### config.mk
export PLATFORM = sky130hd
export DESIGN_NAME = terminal_selftest_reporter
export DESIGN_NICKNAME = d
export VERILOG_FILES = /design/src/hw/selftest_pkg.sv /design/src/hw/fault_char_encoder.sv /design/src/hw/terminal_selftest_reporter.sv
export VERILOG_INCLUDE_DIRS = /design/src /design/src/hw
export SDC_FILE = /design/constraint.sdc
export NUM_CORES = 1
export LEC_CHECK = 0
export BUFFER_PORTS_ARGS = -buffer_cell sky130_fd_sc_hd__buf_2
export CAP_MARGIN = 20
export CELL_PAD_IN_SITES_DETAIL_PLACEMENT = 1
export CELL_PAD_IN_SITES_GLOBAL_PLACEMENT = 1
export CORE_UTILIZATION = 40
export CTS_CLUSTER_SIZE = 16
export DETAILED_ROUTE_END_ITERATION = 10
export PLACE_DENSITY = 0.95
export SYNTH_ARGS = -nofsm -noshare
export SYNTH_HDL_FRONTEND = slang
export SYNTH_SLANG_ARGS = --single-unit
export TNS_END_PERCENT = 30
### constraint.sdc
create_clock -name i_clk -period 3.78 [get_ports i_clk]
set_input_delay 0 -clock i_clk [delete_from_list [all_inputs] [get_ports i_clk]]
set_output_delay 0 -clock i_clk [all_outputs]
set_load 0.005 [all_outputs]
### src/hw/selftest_params.svh
/*
 * Constants for the power-up self-test sequencer: register offsets, bit
 * positions, reset values and timing counts.
 * Assumes it is included by bare name from the design files and the test bench.
 */
`ifndef SELFTEST_PARAMS_SVH
`define SELFTEST_PARAMS_SVH

// ****************************************************************
// register offsets
// ****************************************************************
`define ADDR_CTRL 8'h00
`define ADDR_STATUS 8'h04
`define ADDR_FAULT 8'h08
`define ADDR_IRQ_STAT 8'h0C
`define ADDR_IRQ_MASK 8'h10

// ****************************************************************
// control bits (write pulses)
// ****************************************************************
`define CTRL_SETUP_RESET_BIT 0
`define CTRL_EXT_TEST_BIT 1
`define CTRL_GO_ONLINE_BIT 2

// ****************************************************************
// interrupt status and mask layout
// ****************************************************************
`define IRQ_PASS_BIT 0
`define IRQ_NONFATAL_BIT 1
`define IRQ_FATAL_BIT 2
`define IRQ_WIDTH 3
`define IRQ_MASK_RESET 3'h0

// ****************************************************************
// fault character and lamps
// ****************************************************************
`define FAULT_CHAR_BASE 8'h30
`define FAULT_CHAR_RESET 8'h00
`define LAMPS_OFF 4'h0

// ****************************************************************
// timing
// ****************************************************************
`define CLK_MHZ 20
`define CHECK_TIMEOUT_US 10
`define CHECK_TIMEOUT_CYC (`CHECK_TIMEOUT_US * `CLK_MHZ)

`endif

### src/hw/selftest_pkg.sv
/*
 * Types shared by the self-test sequencer and its fault character encoder.
 * Assumes selftest_params.svh is on the include path.
 */
package selftest_pkg;

	typedef enum logic [3:0] {
		ST_IDLE = 4'b0000,
		ST_INIT = 4'b0001,
		ST_ISSUE = 4'b0010,
		ST_WAIT = 4'b0011,
		ST_REPORT = 4'b0100,
		ST_HALTED = 4'b0101
	} state_t;

	typedef enum logic [2:0] {
		CHK_NONE = 3'b000,
		CHK_ATTR = 3'b001,
		CHK_SETTINGS = 3'b010,
		CHK_KEYBOARD = 3'b011,
		CHK_LOOPBACK = 3'b100,
		CHK_MODEM = 3'b101
	} check_sel_t;

	// bit order gives the weights 16, 8, 4, 2, 1 from top to bottom
	typedef struct packed {
		logic modem_control_fault;
		logic loopback_fault;
		logic keyboard_fault;
		logic settings_store_fault;
		logic attribute_memory_fault;
	} fault_bits_t;

	// one check answer from the checker
	typedef struct packed {
		logic done;
		logic fail;
		logic fatal;
		logic [3:0] fatal_code;
	} check_result_t;

endpackage : selftest_pkg

### src/hw/fault_char_encoder.sv
/*
 * Turns the set of failed checks into the character shown at screen home.
 * Purely combinational; the caller registers the result.
 */
`timescale 1ns/10ps
`default_nettype none
`include "selftest_params.svh"

module fault_char_encoder
	import selftest_pkg::*;
(
	input wire fault_bits_t i_faults, // failed checks
	output logic [7:0] o_char // displayed character
);

	always_comb begin
		o_char = `FAULT_CHAR_BASE + {3'h0, i_faults};
	end

endmodule : fault_char_encoder
`default_nettype wire

### src/hw/terminal_selftest_reporter.sv
/*
 * Power-up self-test sequencer and fault reporter with a small register
 * port and one level interrupt.
 * Assumes an external checker that runs one selected check per start pulse
 * and answers with a done pulse; power-good arrives asynchronously.
 */
`timescale 1ns/10ps
`default_nettype none
`include "selftest_params.svh"

// How it works
// - power-on, set-up reset write or host reset each start the power-up sequence, except once halted.
// - every power-up sequence runs settings store and keyboard checks, plus attribute memory when fitted.
// - all checks pass: cursor goes home and the four lamps turn off.
// - fatal fault in a power-up sequence halts everything at once and shows a code on the lamps.
// - nonfatal fault keeps running, forces local mode, shows one fault character.
// - five nonfatal classes: attribute, settings, keyboard, loopback, modem control.
// - loopback and modem tests run only on a separate host request.
// - the fault character identifies the whole set of failed checks.
// - reset first clears graphics memory, then runs the full power-up sequence.
module terminal_selftest_reporter
	import selftest_pkg::*;
#(
	parameter int TIMEOUT_CYC = `CHECK_TIMEOUT_CYC
) (
	input wire logic i_clk, // 20 MHz clock
	input wire logic i_reset, // sync reset, active high
	input wire logic i_power_good, // async power-on level
	input wire logic i_host_reset, // one-cycle host reset sequence seen
	input wire logic i_attr_installed, // attribute memory option fitted
	input wire check_result_t i_check, // checker answer
	input wire logic [7:0] i_addr, // register address
	input wire logic [31:0] i_wdata, // register write data
	input wire logic i_wr, // write strobe
	input wire logic i_rd, // read strobe
	output logic [31:0] o_rdata, // read data, cycle after i_rd
	output logic o_check_start, // start pulse to checker
	output check_sel_t o_check_sel, // check to run
	output logic o_gfx_clear, // clear graphics memories pulse
	output logic o_home_cursor, // cursor home pulse
	output logic [3:0] o_programmable_keyboard_lamps, // lamp code
	output logic o_force_local, // offline local condition
	output logic o_fault_char_valid, // show fault character at home
	output logic [7:0] o_fault_char, // fault character
	output logic o_halted, // fatal halt
	output logic o_irq // interrupt level
);

	// ****************************************************************
	// power-good synchroniser and edge
	// ****************************************************************
	logic pg_s1_r, pg_s2_r, pg_s3_r, pg_lvl_r;
	logic pg_lvl_nxt, pwr_rise;

	always_comb begin
		pg_lvl_nxt = (pg_s2_r == pg_s3_r) ? pg_s3_r : pg_lvl_r;
	end

	always_ff @(posedge i_clk) begin
		if (i_reset) begin
			pg_s1_r <= 1'b0;
			pg_s2_r <= 1'b0;
			pg_s3_r <= 1'b0;
			pg_lvl_r <= 1'b0;
		end else begin
			pg_s1_r <= i_power_good;
			pg_s2_r <= pg_s1_r;
			pg_s3_r <= pg_s2_r;
			pg_lvl_r <= pg_lvl_nxt;
		end
	end

	assign pwr_rise = pg_lvl_nxt & ~pg_lvl_r;

	// ****************************************************************
	// sequencing helpers
	// ****************************************************************
	// next check in the current pass; extended tests never chain into power-up ones
	function automatic check_sel_t next_check(input check_sel_t cur);
		case (cur)
			CHK_ATTR: next_check = CHK_SETTINGS;
			CHK_SETTINGS: next_check = CHK_KEYBOARD;
			CHK_LOOPBACK: next_check = CHK_MODEM;
			default: next_check = CHK_NONE;
		endcase
	endfunction : next_check

	function automatic fault_bits_t mark_fault(input fault_bits_t f, input check_sel_t s);
		mark_fault = f;
		case (s)
			CHK_ATTR: mark_fault.attribute_memory_fault = 1'b1;
			CHK_SETTINGS: mark_fault.settings_store_fault = 1'b1;
			CHK_KEYBOARD: mark_fault.keyboard_fault = 1'b1;
			CHK_LOOPBACK: mark_fault.loopback_fault = 1'b1;
			CHK_MODEM: mark_fault.modem_control_fault = 1'b1;
			default: mark_fault = f;
		endcase
	endfunction : mark_fault

	logic ctrl_wr;
	logic setup_reset_wr, ext_test_wr, go_online_wr, trigger;

	assign ctrl_wr = i_wr && (i_addr == `ADDR_CTRL);
	assign setup_reset_wr = ctrl_wr && i_wdata[`CTRL_SETUP_RESET_BIT];
	assign ext_test_wr = ctrl_wr && i_wdata[`CTRL_EXT_TEST_BIT];
	assign go_online_wr = ctrl_wr && i_wdata[`CTRL_GO_ONLINE_BIT];
	assign trigger = pwr_rise | setup_reset_wr | i_host_reset;

	// ****************************************************************
	// sequencer state
	// ****************************************************************
	state_t state_r, state_nxt;
	check_sel_t cur_r, cur_nxt;
	fault_bits_t faults_r, faults_nxt, f_tmp;
	logic ext_r, ext_nxt;
	logic [15:0] timer_r, timer_nxt;
	logic start_nxt, gfx_nxt, home_nxt, local_nxt, cval_nxt;
	logic [3:0] lamps_nxt;
	logic [7:0] char_nxt, enc_char;
	logic ev_pass, ev_nonfatal, ev_fatal;
	logic answered, timed_out;

	fault_char_encoder u_enc (
		.i_faults(faults_r),
		.o_char(enc_char)
	);

	// a missing checker answer counts as a failed check, never a hang
	assign timed_out = (timer_r == 16'(TIMEOUT_CYC - 1));
	assign answered = i_check.done | timed_out;

	always_comb begin
		state_nxt = state_r;
		cur_nxt = cur_r;
		faults_nxt = faults_r;
		ext_nxt = ext_r;
		timer_nxt = timer_r;
		start_nxt = 1'b0;
		gfx_nxt = 1'b0;
		home_nxt = 1'b0;
		local_nxt = o_force_local & ~go_online_wr;
		cval_nxt = o_fault_char_valid;
		lamps_nxt = o_programmable_keyboard_lamps;
		char_nxt = o_fault_char;
		ev_pass = 1'b0;
		ev_nonfatal = 1'b0;
		ev_fatal = 1'b0;
		f_tmp = faults_r;
		if (state_r != ST_HALTED && trigger) begin
			state_nxt = ST_INIT;
			faults_nxt = '0;
			ext_nxt = 1'b0;
			gfx_nxt = 1'b1;
		end else begin
			case (state_r)
				ST_IDLE: begin
					if (ext_test_wr) begin
						ext_nxt = 1'b1;
						faults_nxt.loopback_fault = 1'b0;
						faults_nxt.modem_control_fault = 1'b0;
						cur_nxt = CHK_LOOPBACK;
						state_nxt = ST_ISSUE;
					end
				end
				ST_INIT: begin
					cur_nxt = i_attr_installed ? CHK_ATTR : CHK_SETTINGS;
					state_nxt = ST_ISSUE;
				end
				ST_ISSUE: begin
					start_nxt = 1'b1;
					timer_nxt = '0;
					state_nxt = ST_WAIT;
				end
				ST_WAIT: begin
					timer_nxt = timer_r + 16'h0001;
					if (answered) begin
						if (i_check.done && i_check.fatal && !ext_r) begin
							lamps_nxt = i_check.fatal_code;
							ev_fatal = 1'b1;
							state_nxt = ST_HALTED;
						end else begin
							if (i_check.fail || !i_check.done) begin
								f_tmp = mark_fault(faults_r, cur_r);
							end
							faults_nxt = f_tmp;
							cur_nxt = next_check(cur_r);
							state_nxt = (next_check(cur_r) == CHK_NONE) ? ST_REPORT : ST_ISSUE;
						end
					end
				end
				ST_REPORT: begin
					if (faults_r == '0) begin
						home_nxt = 1'b1;
						lamps_nxt = `LAMPS_OFF;
						cval_nxt = 1'b0;
						ev_pass = 1'b1;
					end else begin
						local_nxt = 1'b1;
						cval_nxt = 1'b1;
						char_nxt = enc_char;
						ev_nonfatal = 1'b1;
					end
					ext_nxt = 1'b0;
					state_nxt = ST_IDLE;
				end
				ST_HALTED: begin
					state_nxt = ST_HALTED;
				end
				default: begin
					state_nxt = ST_IDLE;
				end
			endcase
		end
	end

	always_ff @(posedge i_clk) begin
		if (i_reset) begin
			state_r <= ST_IDLE;
			cur_r <= CHK_NONE;
			faults_r <= '0;
			ext_r <= 1'b0;
			timer_r <= '0;
			o_check_start <= 1'b0;
			o_gfx_clear <= 1'b0;
			o_home_cursor <= 1'b0;
			o_force_local <= 1'b0;
			o_fault_char_valid <= 1'b0;
			o_programmable_keyboard_lamps <= `LAMPS_OFF;
			o_fault_char <= `FAULT_CHAR_RESET;
			o_halted <= 1'b0;
		end else begin
			state_r <= state_nxt;
			cur_r <= cur_nxt;
			faults_r <= faults_nxt;
			ext_r <= ext_nxt;
			timer_r <= timer_nxt;
			o_check_start <= start_nxt;
			o_gfx_clear <= gfx_nxt;
			o_home_cursor <= home_nxt;
			o_force_local <= local_nxt;
			o_fault_char_valid <= cval_nxt;
			o_programmable_keyboard_lamps <= lamps_nxt;
			o_fault_char <= char_nxt;
			o_halted <= (state_nxt == ST_HALTED);
		end
	end

	assign o_check_sel = cur_r;

	// ****************************************************************
	// register port and interrupt
	// ****************************************************************
	logic [`IRQ_WIDTH-1:0] stat_r, stat_nxt, mask_r, mask_nxt, ev_vec;
	logic [31:0] rdata_nxt;

	always_comb begin
		ev_vec = '0;
		ev_vec[`IRQ_PASS_BIT] = ev_pass;
		ev_vec[`IRQ_NONFATAL_BIT] = ev_nonfatal;
		ev_vec[`IRQ_FATAL_BIT] = ev_fatal;
		stat_nxt = stat_r;
		mask_nxt = mask_r;
		if (i_wr && i_addr == `ADDR_IRQ_STAT) begin
			stat_nxt = stat_r & ~i_wdata[`IRQ_WIDTH-1:0];
		end
		if (i_wr && i_addr == `ADDR_IRQ_MASK) begin
			mask_nxt = i_wdata[`IRQ_WIDTH-1:0];
		end
		// a new event wins over a clear in the same cycle
		stat_nxt = stat_nxt | ev_vec;
		rdata_nxt = '0;
		if (i_rd) begin
			case (i_addr)
				`ADDR_STATUS: rdata_nxt = {20'h0, o_halted, o_force_local, ext_r,
					cur_r, 2'h0, state_r};
				`ADDR_FAULT: rdata_nxt = {11'h0, o_fault_char_valid, o_fault_char,
					3'h0, faults_r, o_programmable_keyboard_lamps};
				`ADDR_IRQ_STAT: rdata_nxt = {29'h0, stat_r};
				`ADDR_IRQ_MASK: rdata_nxt = {29'h0, mask_r};
				default: rdata_nxt = '0;
			endcase
		end
	end

	always_ff @(posedge i_clk) begin
		if (i_reset) begin
			stat_r <= '0;
			mask_r <= `IRQ_MASK_RESET;
			o_rdata <= '0;
			o_irq <= 1'b0;
		end else begin
			stat_r <= stat_nxt;
			mask_r <= mask_nxt;
			o_rdata <= rdata_nxt;
			o_irq <= |(stat_nxt & mask_nxt);
		end
	end
endmodule : terminal_selftest_reporter
`default_nettype wire

Yosys cells after proc, flatten, opt, wreduce, memory -nomap -nowiden
Cells that the tools add are included.
{ "totals": {"register_bits": 90, "inputBits": 54, "output_inout_bits": 54, "elab_cells": 153} }
{ "classes": {"addsub": 2, "eq_ne": 26, "muxes": 50, "bitwise": 15, "n_reduce_logical": 35} }
{ "op_table": {"columns": ["cell", "count"], "rows": [
  ["case mux 21 bit (4 select lines)", 1],
  ["case mux 16 bit (2 select lines)", 1],
  ["2-to-1 mux 3 bit", 9],
  ["AND reduction 5 bit", 5],
  ["2-to-1 mux 4 bit", 6],
  ["2-to-1 mux 1 bit", 22],
  ["case mux 4 bit (5 select lines)", 1],
  ["case mux 3 bit (3 select lines)", 2],
  ["adder 16 x 1 -> 16 bit, second input constant", 1],
  ["== test 16 x 8 -> 1 bit, second input constant", 1],
  ["== test 8 x 4 -> 1 bit, second input constant", 2],
  ["2-to-1 mux 5 bit", 3],
  ["== test 4 x 3 -> 1 bit, second input constant", 3],
  ["!= test 2 bit, second input constant", 6],
  ["AND reduction 6 bit", 2],
  ["logical AND 1 bit", 9],
  ["== test 4 x 2 -> 1 bit, second input constant", 2],
  ["== test 8 x 3 -> 1 bit, second input constant", 1],
  ["== test 8 x 5 -> 1 bit, second input constant", 1],
  ["logical NOT 8 bit", 1],
  ["case mux 4 bit (2 select lines)", 1],
  ["nonzero test 2 bit", 4],
  ["adder 6 x 5 -> 7 bit, first input constant", 1],
  ["bitwise AND 3 bit", 2],
  ["other kinds (25)", 41]
]} }

Logic depth before layout (Yosys ltp)
{ "logic_depth": {"word_depth": 14, "mapped_depth": 7, "mapped_depth_nobuf": 6} }

Hierarchy
From an unflattened synthesis, not the netlist that was laid out.
{ "hier_totals": {"hier_cells": 409, "hier_area_um2": 3622.2} }
{ "modules_own_cells": {"columns": ["module", "n_inst", "cells_per_inst", "area_each_um2"], "rows": [
  ["terminal_selftest_reporter", 1, 400, 3562.2],
  ["fault_char_encoder", 1, 9, 60.1]
]} }

Least setup slack after synthesis
Ideal clock, no wire load.
{ "synth_path": {"path_type": "reg2reg", "from": "register timer_r[0]", "to": "register cur_r[1] (netlist: o_check_sel[1])", "setup_ps": 123, "arrival_ps": 1718, "required_time_ps": 3657, "setup_slack_ps": 1939, "stages_incl_launch_ff": 7, "n_path_buf": 0, "period_less_slack_ps": 1841, "cell_sequence": "dfxtp_1 ha_1 and4_1 a41oi_1 o22ai_1 and3_1 mux2_1"} }
{ "synth_via": {"elab_chain_cells": 4} }
{ "synth_lines": {"columns": ["item", "line_no", "source"], "rows": [
  ["from (decl)", "terminal_selftest_reporter.sv:116", "logic [15:0] timer_r, timer_nxt;"],
  ["from (signal assigned)", "terminal_selftest_reporter.sv:236", "timer_r <= timer_nxt;"],
  ["== test 16 x 8 -> 1 bit", "terminal_selftest_reporter.sv:129", "assign timed_out = (timer_r == 16'(TIMEOUT_CYC - 1));"],
  ["OR 1 bit", "terminal_selftest_reporter.sv:130", "assign answered = i_check.done | timed_out;"],
  ["!= test 2 bit (no line)", null, null],
  ["AND reduction 5 bit (no line)", null, null],
  ["to (signal assigned)", "terminal_selftest_reporter.sv:233", "cur_r <= cur_nxt;"],
  ["to (decl)", "terminal_selftest_reporter.sv:113", "check_sel_t cur_r, cur_nxt;"]
]} }
No other way between the ends.
A chain may end at the register's enable or synchronous reset.

Worst setup path in the final report
{ "layout_path": {"from": "register state_r[0]", "to": "register timer_r[12]"} }
{ "layout_via": {"elab_chain_cells": 4} }
{ "layout_lines": {"columns": ["item", "line_no", "source"], "rows": [
  ["from (decl)", "terminal_selftest_reporter.sv:112", "state_t state_r, state_nxt;"],
  ["from (signal assigned)", "terminal_selftest_reporter.sv:232", "state_r <= state_nxt;"],
  ["!= test 4 x 3 -> 1 bit", "terminal_selftest_reporter.sv:149", "if (state_r != ST_HALTED && trigger) begin"],
  ["logical AND 1 bit", "terminal_selftest_reporter.sv:149", null],
  ["inverter 1 bit (no line)", null, null],
  ["AND reduction 2 bit (no line)", null, null]
]} }
Several ways; a longest one is shown, not always the timed one.

==> reports/qor.yml <==
sta:
  worst_slew_pin_slew_ns: 1.072
  finalCritPeriodShare_pct: 75.32
  fmax_mhz: 351.2
  period_needed_ns: 2.847
  slew_viol_final: 0
  finClkSkew_ns: 0.006396
  finalSetupViolCount: 0
  slew_headroom_pct: 28.07
  finalSetupTns_ns: 0
  final_hold_viol_count: 0
  rsz0062_at_grt: "false"
logic_synthesis:
  synthArstFlopShare_pct: 0
  yosys_warnings: 0
  synth_top_area_share_pct: 44.22
  syn_avg_cell_area_sq_um: 8.775
  ys_ff_latch: 75
  syn_inst: 387
  yosys-top-cells-count: "dfxtp_1 (75), nor2_1 (41), nand2_1 (27)"
  synth_edf_count: 0
  ys.flop_type: "dfxtp_1"
  synth_top_area_cell: "dfxtp_1"
  netlist_area_sq_um: 3396
  yosys.cell_count.top_type: "dfxtp_1"
  yosysSeqAreaShare_pct: 44.22
  synth_cell_types: 62
  synth_area_leaders: "dfxtp_1 (44%), nor2_1 (4.5%), a21oi_1 (3.7%)"
cells_and_area:
  finalNetCount: 504
  seq_area_sq_um: 1501
  area_delta_synth_final_pct: 18.39
  diodes: 0
  multi_input_area_sq_um: 1722
  postLayoutCellArea_sq_um: 4020
  fillerInstances: 995
  drive_above_1_share_pct: 20.93
route:
  dr.pass1.iters: 4
  drt_wl_total_um: 9595
  via_per_inst: 5.626
  vias: 3145
  drc: 0
  wire_per_inst_um: 17.16
  drtAntennaViolNets: 0
  drt_iter0_drc: 102
grt:
  grt_pass1_wl_um: 15520
  grt_use_total_pct: 22.98
  grt_max_degree: 30
  grt-ovfl-total: 0
  grt_pass1_vias: 3175
  antenna_found_initial: 0
power_and_ir_drop:
  ir_drop_v: 0.0001751
  powerDensity_nw_per_um2: 420.0
  leakagePower_nw: 1.645
  total_power_mw: 1.688
clock_network:
  clk_latency_ns: 0.36
  clk_pin_slew_ns: 0.08
  cts_made_buffers: 9
  clock_path_buffers: 2
  root_buffer: "clkbuf_8"
  cts_tree: "built"
  clock_sinks: 75
  postCtsSetupBuffers: 0
  h-tree-depth: 3
setup_path:
  rr_endpoint: "timer_r[12]"
  startpoint: "state_r[0]"
  crit_path_max_incr_delay_ns: 0.94
  required_ns: 3.99
  ff2ff_path_depth: 5
  critPathCaptureType: "register"
  worstSetupPathType: "register to register"
  cp.arrival_ns: 3.05
  r2r-start: "state_r[0]"
  start_kind: "register"
  slowest_stage: "o31ai_2"
  crit_chain: "nand4bb_1 > o21ai_1 > nand2_1 > o31ai_2 > nor2_1"
  crit_path_max_fanout: 18
  crit_end: "timer_r[12]"
  r2r_setup_slack_ns: 0.93
floorplanning:
  initial_utilization_pct: 41.33
  die_width_um: 94.14
  core_area_sq_um: 8217
  pin_count: 108
  die_y_um: 94.14
  rows: 33
  dieArea_sq_um: 8861
run:
  cap_violations: 0
worst_hold_path:
  hold_path.class: "input port to register"
placement:
  gp_congestion: 0.8319
  portBuffers: 65
  dp_hpwl_um: 6966
  place_area_sq_um: 3714
run_status:
  status: "completed"
==> worst min-delay path by stage <==
stage                                 from        endpoint  slack [ns]  depth (start not counted)
after detailed placement      i_power_good         pg_s1_r        0.24                          2
after global placement        i_power_good         pg_s1_r        0.22                          2
after floorplan               i_power_good         pg_s1_r        0.13                          1
after global routing      i_attr_installed  o_check_sel[0]        0.06                          3
final                           i_wdata[2]       stat_r[2]        0.03                          3
after CTS                       i_wdata[2]       stat_r[2]        0.03                          3
==> metal layers <==
metal | track usage (%) | up-vias | part of all wire [%]
met3 | 5.987 | 22 | 6.5
met1 | 27.41 | 1523 | 44
met2 | 38.63 | 109 | 47
met5 | 0 | - | 0
li1 | - | 1491 | -
met4 | 10.13 | 0 | 2.6
==> layout make-up <==
type / instances / share of cell area (%)
clock buffers: 11 / 3.268
clock inverters: 5 / 3.112
inverters: 9 / 0.8403
multi-input cells: 284 / 42.83
flip-flops and latches: 75 / 37.35
well taps: 105 / 3.268
repair buffers: 70 / 9.337
==> flip-flops by register name, indices dropped and copies added, names as in the netlist <==
name and cells:
state_r 4, pg_s1_r 1, o_check_start 1, pg_lvl_r 1
o_rdata 19, o_check_sel 3, mask_r 3, ext_r 1
o_fault_char_valid 1, o_irq 1, o_fault_char 6, pg_s3_r 1
o_halted 1, o_home_cursor 1, o_force_local 1, timer_r 16
pg_s2_r 1, o_programmable_keyboard_lamps 4, o_gfx_clear 1, stat_r 3
faults_r 5
==> logic make-up after synthesis <==
group                      count (synthesis)  synth area share, %
adders and majority gates                  1               0.3684
muxes                                      5                1.621
xor gates and xnor gates                  13                3.353
other                                      1               0.1104
DFF                                       75                44.22
AOI/OAI and AO/OA                         75                14.26
and+or+nand+nor                          176                29.55
buffers and inverters                     41                6.522
==> per-stage QoR <==
stage / instances / utilization [%] / hold slack (ns) / setup slack (ns)
2_1_floorplan: 400 / - / 0.1282 / 1.939
3_3_place_gp: 538 / 45.20 / 0.2225 / 1.208
3_5_place_dp: 538 / 45.20 / 0.2388 / 1.048
4_1_cts: 559 / 48.93 / 0.02997 / 1.025
5_1_grt: 559 / 48.93 / 0.05505 / 0.7242
6_report: 559 / 48.93 / 0.03190 / 0.9328
==> worst max-delay path: cells and delay by family, from the launching register on <==
| family | cells | cell delay (ns) |
|---|---|---|
| AOI/OAI and AO/OA | 2 | 1.20 |
| DFF | 1 | 0.76 |
| and+or+nand+nor | 3 | 0.74 |
==> power by group <==
part / switching [mW] / leakage, nW / internal (mW)
logic: 0.0532 / 0.912 / 0.0281
clock network: 0.300 / 0.128 / 0.505
registers: 0.00857 / 0.605 / 0.793
total: 0.362 / 1.65 / 1.33
==> placed cells by master, fill, tap and decap left out, drive strengths merged, types with 3 or more instances in the layout <==
master / instances
nor4: 5
o31ai: 4
nor3: 12
conb: 14
buf: 65
inv: 9
and2: 14
a31oi: 4
xor2: 7
nor3b: 4
or3: 3
dlygate4sd3: 5
bufinv: 4
nand4: 15
dfxtp: 75
mux2: 4
a22oi: 10
nand2: 27
clkbuf: 11
nand3: 14
nor2b: 7
or4: 3
nand3b: 3
a22o: 3
nor2: 41
and4: 4
and3: 11
xnor2: 6
a21oi: 25
o21ai: 16
==> repair_timing <==
| action | in CTS | in global routing |
|---|---|---|
| resized for setup | 0 | 0 |
| hold buffers | 5 | 0 |
| hold endpoints to repair | 5 | 0 |
Note: power is estimated with default switching activity, not from simulation.
